$ cat src/inc/rvm_pkg.sv
// Constants, state type and address arithmetic for the reset and interrupt vector map
package rvm_pkg;

   localparam int unsigned RVM_ADDR_W = 14;
   localparam int unsigned RVM_NUM_W  = 5;
   localparam int unsigned RVM_SRC_N  = 25;

   // Table position of each event; the slot address is this number times the slot size
   localparam logic [4:0] RVM_VEC_RESET = 5'h00;
   localparam logic [4:0] RVM_VEC_EXT0  = 5'h01;
   localparam logic [4:0] RVM_VEC_EXT1  = 5'h02;
   localparam logic [4:0] RVM_VEC_PC0   = 5'h03;
   localparam logic [4:0] RVM_VEC_PC1   = 5'h04;
   localparam logic [4:0] RVM_VEC_PC2   = 5'h05;
   localparam logic [4:0] RVM_VEC_WDOG  = 5'h06;
   localparam logic [4:0] RVM_VEC_T2CA  = 5'h07;
   localparam logic [4:0] RVM_VEC_T2CB  = 5'h08;
   localparam logic [4:0] RVM_VEC_T2OV  = 5'h09;
   localparam logic [4:0] RVM_VEC_T1CP  = 5'h0A;
   localparam logic [4:0] RVM_VEC_T1CA  = 5'h0B;
   localparam logic [4:0] RVM_VEC_T1CB  = 5'h0C;
   localparam logic [4:0] RVM_VEC_T1OV  = 5'h0D;
   localparam logic [4:0] RVM_VEC_T0CA  = 5'h0E;
   localparam logic [4:0] RVM_VEC_T0CB  = 5'h0F;
   localparam logic [4:0] RVM_VEC_T0OV  = 5'h10;
   localparam logic [4:0] RVM_VEC_SPI   = 5'h11;
   localparam logic [4:0] RVM_VEC_URX   = 5'h12;
   localparam logic [4:0] RVM_VEC_UDRE  = 5'h13;
   localparam logic [4:0] RVM_VEC_UTX   = 5'h14;
   localparam logic [4:0] RVM_VEC_CONV  = 5'h15;
   localparam logic [4:0] RVM_VEC_NVM   = 5'h16;
   localparam logic [4:0] RVM_VEC_ACMP  = 5'h17;
   localparam logic [4:0] RVM_VEC_TWO_WIRE = 5'h18;
   localparam logic [4:0] RVM_VEC_STORE    = 5'h19;

   localparam logic [13:0] RVM_RESET_ADDR     = 14'h0000;
   localparam logic [13:0] RVM_WIDE_WORDS     = 14'h0002;
   localparam logic [13:0] RVM_NARROW_WORDS   = 14'h0001;
   localparam logic [24:0] RVM_SRC_ONE        = 25'h0000001;
   localparam logic [24:0] RVM_SRC_NONE       = 25'h0000000;

   // Memory variants, smallest first
   localparam logic [1:0] RVM_VAR_SMALL    = 2'h0;
   localparam logic [1:0] RVM_VAR_WIDE_MIN = 2'h2;
   localparam logic [1:0] RVM_VAR_LARGEST  = 2'h3;

   // Fuse reads zero when programmed
   localparam logic RVM_FUSE_PROGRAMMED = 1'b0;

   typedef enum logic [3:0] {
      RVM_ST_CAPTURE = 4'h1,
      RVM_ST_RESET   = 4'h2,
      RVM_ST_IDLE    = 4'h4,
      RVM_ST_IRQ     = 4'h8
   } rvm_state_e;

   function automatic logic [13:0] rvm_vec_addr(input logic [4:0]  num,
                                                input logic        wide,
                                                input logic        reloc,
                                                input logic [13:0] base);
      logic [13:0] slot;
      slot = wide ? {8'h00, num, 1'b0} : {9'h000, num};
      rvm_vec_addr = reloc ? base + slot : slot;
   endfunction

endpackage

$ cat src/logic/rvm_vector_map.sv
// Reset and interrupt vector address generator facing the core's instruction fetch
//
// Summary of operation
// - Reset fetches word 0x000 unless relocated
// - External requests zero, one at 0x001, 0x002
// - Pin-change groups 0x003-0x005, watchdog 0x006
// - Timer 2 compares, overflow at 0x007-0x009
// - Timer 1 capture, compares, overflow 0x00A-0x00D
// - Timer 0 compares, overflow at 0x00E-0x010
// - Serial transfer 0x011, receive complete 0x012
// - Transmit empty 0x013, transmit complete 0x014
// - Converter, data memory, comparator, two-wire, store
// - Two-word slots in larger variants, else one
// - Smallest variant never relocates reset or table
// - Fuse picks reset address, bit picks table
// - Relocated vector is boot start plus slot
`timescale 1ns/100ps
`default_nettype none
module rvm_vector_map
   import rvm_pkg::*;
#(
   parameter logic [1:0] VARIANT = RVM_VAR_LARGEST
)
(
   input  wire logic        clk,
   input  wire logic        arst_n,
   input  wire logic        external_request_zero,
   input  wire logic        external_request_one,
   input  wire logic        pin_change_group_zero,
   input  wire logic        pin_change_group_one,
   input  wire logic        pin_change_group_two,
   input  wire logic        watchdog_timeout_source,
   input  wire logic        timer2_compare_a,
   input  wire logic        timer2_compare_b,
   input  wire logic        timer2_overflow,
   input  wire logic        timer1_capture,
   input  wire logic        timer1_compare_a,
   input  wire logic        timer1_compare_b,
   input  wire logic        timer1_overflow,
   input  wire logic        timer0_compare_a,
   input  wire logic        timer0_compare_b,
   input  wire logic        timer0_overflow,
   input  wire logic        serial_transfer_done,
   input  wire logic        usart_rx_done,
   input  wire logic        usart_tx_empty,
   input  wire logic        usart_tx_done,
   input  wire logic        converter_done,
   input  wire logic        data_nvm_ready_source,
   input  wire logic        comparator_event,
   input  wire logic        two_wire_serial_source,
   input  wire logic        program_store_ready_source,
   input  wire logic        cpu_int_enable,
   input  wire logic        vector_table_select_bit,
   input  wire logic        boot_reset_select_fuse,
   input  wire logic [13:0] boot_section_start,
   input  wire logic        fetch_ready,
   output logic             fetch_valid,
   output logic [13:0]      fetch_addr_q,
   output logic [4:0]       vector_number_q,
   output logic [24:0]      serviced_q
);

   rvm_state_e  state_q;
   rvm_state_e  state_d;
   logic [13:0] fetch_addr_d;
   logic [4:0]  vector_number_d;
   logic [24:0] serviced_d;
   logic [24:0] req_w;
   logic        any_w;
   logic [4:0]  win_num_w;
   logic        has_boot_w;
   logic        wide_w;
   logic        boot_reset_w;
   logic        reloc_w;
   logic        take_w;
   logic        done_w;
   logic [13:0] reset_addr_w;
   logic [13:0] irq_addr_w;

   // Bit n-1 of the request word belongs to table position n
   assign req_w[0]  = external_request_zero;
   assign req_w[1]  = external_request_one;
   assign req_w[2]  = pin_change_group_zero;
   assign req_w[3]  = pin_change_group_one;
   assign req_w[4]  = pin_change_group_two;
   assign req_w[5]  = watchdog_timeout_source;
   assign req_w[6]  = timer2_compare_a;
   assign req_w[7]  = timer2_compare_b;
   assign req_w[8]  = timer2_overflow;
   assign req_w[9]  = timer1_capture;
   assign req_w[10] = timer1_compare_a;
   assign req_w[11] = timer1_compare_b;
   assign req_w[12] = timer1_overflow;
   assign req_w[13] = timer0_compare_a;
   assign req_w[14] = timer0_compare_b;
   assign req_w[15] = timer0_overflow;
   assign req_w[16] = serial_transfer_done;
   assign req_w[17] = usart_rx_done;
   assign req_w[18] = usart_tx_empty;
   assign req_w[19] = usart_tx_done;
   assign req_w[20] = converter_done;
   assign req_w[21] = data_nvm_ready_source;
   assign req_w[22] = comparator_event;
   assign req_w[23] = two_wire_serial_source;
   assign req_w[24] = program_store_ready_source;

   rvm_prio_enc u_prio (
      .req (req_w),
      .any (any_w),
      .num (win_num_w)
   );

   // Variant shapes the map at build time
   assign has_boot_w   = (VARIANT != RVM_VAR_SMALL);
   assign wide_w       = (VARIANT >= RVM_VAR_WIDE_MIN);
   assign boot_reset_w = has_boot_w && (boot_reset_select_fuse == RVM_FUSE_PROGRAMMED);
   assign reloc_w      = has_boot_w && vector_table_select_bit;
   assign reset_addr_w = boot_reset_w ? boot_section_start : RVM_RESET_ADDR;
   assign irq_addr_w   = rvm_vec_addr(win_num_w, wide_w, reloc_w, boot_section_start);

   assign fetch_valid = (state_q == RVM_ST_RESET) || (state_q == RVM_ST_IRQ);
   assign done_w      = fetch_valid && fetch_ready;
   // A new request is only looked at once the previous vector has been taken
   assign take_w      = (state_q == RVM_ST_IDLE) && cpu_int_enable && any_w;

   always_comb begin
      state_d = state_q;
      case (state_q)
         RVM_ST_CAPTURE: begin
            state_d = RVM_ST_RESET;
         end
         RVM_ST_RESET: begin
            if (done_w) begin
               state_d = RVM_ST_IDLE;
            end
         end
         RVM_ST_IDLE: begin
            if (take_w) begin
               state_d = RVM_ST_IRQ;
            end
         end
         RVM_ST_IRQ: begin
            if (done_w) begin
               state_d = RVM_ST_IDLE;
            end
         end
         default: begin
            state_d = RVM_ST_CAPTURE;
         end
      endcase
   end

   // Fuse is caught in the first cycle after release, then held in the address flop
   assign fetch_addr_d = (state_q == RVM_ST_CAPTURE) ? reset_addr_w :
                         take_w                      ? irq_addr_w   :
                                                       fetch_addr_q;
   assign vector_number_d = take_w ? win_num_w :
                            (state_q == RVM_ST_CAPTURE) ? RVM_VEC_RESET : vector_number_q;
   // Winner is latched; a request that drops before the fetch is still serviced
   assign serviced_d = ((state_q == RVM_ST_IRQ) && fetch_ready) ?
                       (RVM_SRC_ONE << (vector_number_q - RVM_VEC_EXT0)) : RVM_SRC_NONE;

   always_ff @(posedge clk or negedge arst_n) begin
      if (!arst_n) begin
         state_q <= RVM_ST_CAPTURE;
      end else begin
         state_q <= state_d;
      end
   end

   always_ff @(posedge clk or negedge arst_n) begin
      if (!arst_n) begin
         fetch_addr_q    <= RVM_RESET_ADDR;
         vector_number_q <= RVM_VEC_RESET;
         serviced_q      <= RVM_SRC_NONE;
      end else begin
         fetch_addr_q    <= fetch_addr_d;
         vector_number_q <= vector_number_d;
         serviced_q      <= serviced_d;
      end
   end

   // Checks on the mapping and its timing
   logic [13:0] slot_words_w;
   logic [13:0] scaled_w;

   assign slot_words_w = wide_w ? RVM_WIDE_WORDS : RVM_NARROW_WORDS;
   assign scaled_w     = {9'h000, win_num_w} * slot_words_w;
endmodule
`default_nettype wire

$ cat src/logic/rvm_prio_enc.sv
// Lowest-number-first selection among pending interrupt requests
`timescale 1ns/100ps
`default_nettype none
module rvm_prio_enc
   import rvm_pkg::*;
(
   input  wire logic [24:0] req,
   output logic             any,
   output logic [4:0]       num
);

   assign any = |req;

   // Scan downward so the lowest set bit is the last one written
   always_comb begin
      num = RVM_VEC_RESET;
      for (int i = RVM_SRC_N - 1; i >= 0; i--) begin
         if (req[i]) begin
            num = 5'(i) + RVM_VEC_EXT0;
         end
      end
   end

endmodule
`default_nettype wire

$ cat config.mk
export PLATFORM = sky130hd
export DESIGN_NAME = rvm_vector_map
export DESIGN_NICKNAME = d
export VERILOG_FILES = /design/src/inc/rvm_pkg.sv /design/src/logic/rvm_vector_map.sv /design/src/logic/rvm_prio_enc.sv
export SDC_FILE = /design/constraint.sdc
export NUM_CORES = 1
export LEC_CHECK = 0
export BUFFER_PORTS_ARGS = -buffer_cell sky130_fd_sc_hd__buf_2
export CAP_MARGIN = 30
export CORE_UTILIZATION = 51
export CTS_CLUSTER_SIZE = 24
export DETAILED_ROUTE_END_ITERATION = 12
export PLACE_DENSITY = 0.91
export SLEW_MARGIN = 20
export SYNTH_ARGS = -nofsm -noshare
export SYNTH_HDL_FRONTEND = slang
export SYNTH_HIERARCHICAL = 1
export SYNTH_SLANG_ARGS = --single-unit
$ cat constraint.sdc
create_clock -name clk -period 2.3 [get_ports clk]
set_input_delay 0.46 -clock clk [delete_from_list [all_inputs] [get_ports clk]]
set_output_delay 0.46 -clock clk [all_outputs]
set_load 0.1 [all_outputs]
==> flow_summary.ini <==
[hold_path]
hold_class = input port to asynchronous set/reset pin

[clocking]
cts_inserted_buffers = 5
htree_levels = 2
cts_root_buffer = clkbuf_8
cts.sinks = 48
cts_tree = yes
clk_latency_ps = 310
hold_buffers = 0
cts.reportedPaths.clkPinSlew_ps = 90
clock_path_buffers = 2

[layout]
fin_cells = 504
fin_nets = 486
drive_gt1_share_pct = 47.0
multi_input_area_um2 = 1680
fillCellCount = 322
antenna-diode-count = 0
seq_area_um2 = 1200
area_growth_pct = 43.3

[global_route]
grt-ovfl-total = 0
grt_antenna_before_repair = 0
grt_pass1_vias = 2692
grt_max_degree = 23
grt_pass1_wl_um = 12000
track_usage_pct = 27.8

[placement]
hpwl_um = 5600
port_buffers = 89
pre_cts_ws_ps = -680
place_inst = 485
gp_congestion = 0.855

[routing]
met2WireLength_um = 4210
postRouteAntennaNets = 0
vias_per_cell = 5.82
drtIter0Drc = 242
wl_met3_um = 695
drcViolationCount = 0
drt-total-wl_um = 8370
top_layer_used = met4
drtPass1Iterations = 5
wire_per_inst_um = 16.6
vias = 2933
wirelength_met1_um = 3180

[synthesis]
synth.distinct_cells = 65
ys_top_cells_by_count = nor2_1 (48), dfrtp_1 (47), nand2_1 (18)
async_reset_ff_share_pct = 100
syn-num-nets = 353
synth_top_area_cell = dfrtp_1
synth.cell_area_um2 = 2770
syn_inst = 300
synth_top_area_share_pct = 42.5
ys.flop_type = dfrtp_1
netlist_top_cells_area = dfrtp_1 (42%), nor2_1 (6.5%), ha_1 (3.2%), a21oi_1 (3.1%), nand3_1 (2.7%)
ys_ff_latch = 48
synth_enable_flop_cells = 0
yosysWarningCount = 6
synth.most_common_cell = nor2_1
ys_seq_area_share_pct = 43.4
synth.avg_cell_area_um2 = 9.23

[timing]
period_share_pct = 121
min_period_ps = 2790
final_hold_viol_count = 0
final_max_slew_viol_count = 0
worst_pin_slew_ps = 596
fin_tns_setup_ps = -2700
clock_skew_ps = 9.11
setup_violations = 11
fmax_mhz = 359
maxSlewHeadroom_pct = 60.0
finalWorstSetupSlack_ps = -486
rsz0062_at_grt = yes

[floorplan]
die_w_um = 75.7
die-height_um = 75.7
io-pin-count = 90
initial_utilization_pct = 53.6
design.core.area_um2 = 5170
row_count = 26
dieArea_um2 = 5730

[power]
finalPower_mw = 3.91
leakage_nw = 1.87
peakVddDrop_v = 0.000581
p_per_area_nw_per_um2 = 985

[setup_path]
arrival_ps = 2980
reg2reg_slack_ps = 210
worst_ep_required_time_ps = 2500
crit_path_end_kind = flip-flop
worst-path-max-fanout = 4
crit_type = input port to flip-flop
critPathLaunchType = input port

[run_status]
violations = negative setup slack
status = complete, but fails checks

[run]
max_cap_viol_count = 0
-- layout make-up --
cell class | count | area share, %
Multi-Input combinational cell | 228 | 42.4
Sequential cell | 48 | 30.3
Timing Repair Buffer | 136 | 21.3
Tap cell | 70 | 2.21
Clock buffer | 6 | 2.08
Inverter | 14 | 1.32
Clock inverter | 2 | 0.378
-- worst max-delay path, cell delays in order --
cell	delay, ps
buf_6	90
buf_6	110
nor4_1	450
o31ai_2	160
o311ai_1	130
a211oi_2	150
ha_1	330
a21oi_2	60
o211ai_1	400
buf_4	220
buf_6	90
o21ai_2	50
a22oi_2	180
a21oi_1	90
-- power by group --
group          switching [mW]  internal, mW  leakage (nW)  total (mW)
Combinational            1.57         0.644          1.18        2.22
Sequential              0.165         0.995         0.645        1.16
Clock                   0.286         0.243        0.0434       0.530
Total                    2.03          1.88          1.87        3.91
-- what timing repair did --
action,CTS,global route
resized for setup,20,19
setup buffers,7,5
pin swaps,23,11
endpoints found under the setup margin,10,12
-- placed cells by master, fill, tap and decap left out, types with 4 or more instances in the layout --
cell	synthesis	routed
nand2_1	18	17
o21ai_1	5	12
buf_6	2	5
a21oi_1	17	9
nor3b_1	6	5
buf_2	4	83
nand3b_1	5	5
xnor2_1	6	6
nand3_1	15	10
o21ai_0	15	6
or4_4	1	4
nor2b_1	8	6
buf_4	1	47
clkbuf_8	0	6
dfrtp_1	47	47
nor2_1	48	47
inv_1	14	13
nor3_1	8	6
nand3_2	0	5
a21oi_2	0	7
-- registers in the layout, summed over array words and instances, names as in the netlist --
name and count:
serviced_q 25, vector_number_q 5, state_q 4, fetch_addr_q 14
-- routing by layer --
metal	global-route usage (%)	vias up
met4	10.9	0
met1	32.7	1380
met5	0	-
li1	-	1326
met3	5.95	40
met2	49.6	187
-- per-stage QoR --
step                      hold WS (ps)  instance area, µm²  util [%]
after floorplan                    164                2880         -
after global placement             374                3640      70.3
after detailed placement           378                3640      70.3
after CTS                         50.5                3860      74.6
after global routing              55.5                3970      76.7
final                             33.1                3970      76.7
-- worst paths after layout --
check / from / end / cells after the start
setup / recovery: timer0_compare_b / fetch_addr_q[6] / 14
hold / removal: arst_n / fetch_addr_q[2] / 1
setup reg to reg: state_q[0] / fetch_addr_q[13] / 5
hold reg to reg: fetch_addr_q[3] / fetch_addr_q[3] / 2
max in group asynchronous: arst_n / fetch_addr_q[13] / 2
min in group clk: fetch_ready / state_q[3] / 2
-- kinds of logic (layout without fill, tap and decap cells) --
kind of cell	Yosys count	after routing	share of synthesized area (%)
AO/OA/AOI/OAI	69	69	16.2
XOR/XNOR	8	8	2.53
adder cells (fa/ha/maj)	8	8	3.88
buffers and inverters	24	158	4.11
flip-flops	48	48	43.4
multiplexers	2	2	0.768
AND/OR/NAND/NOR	141	141	29.1
(Power assumes the default switching activity.)
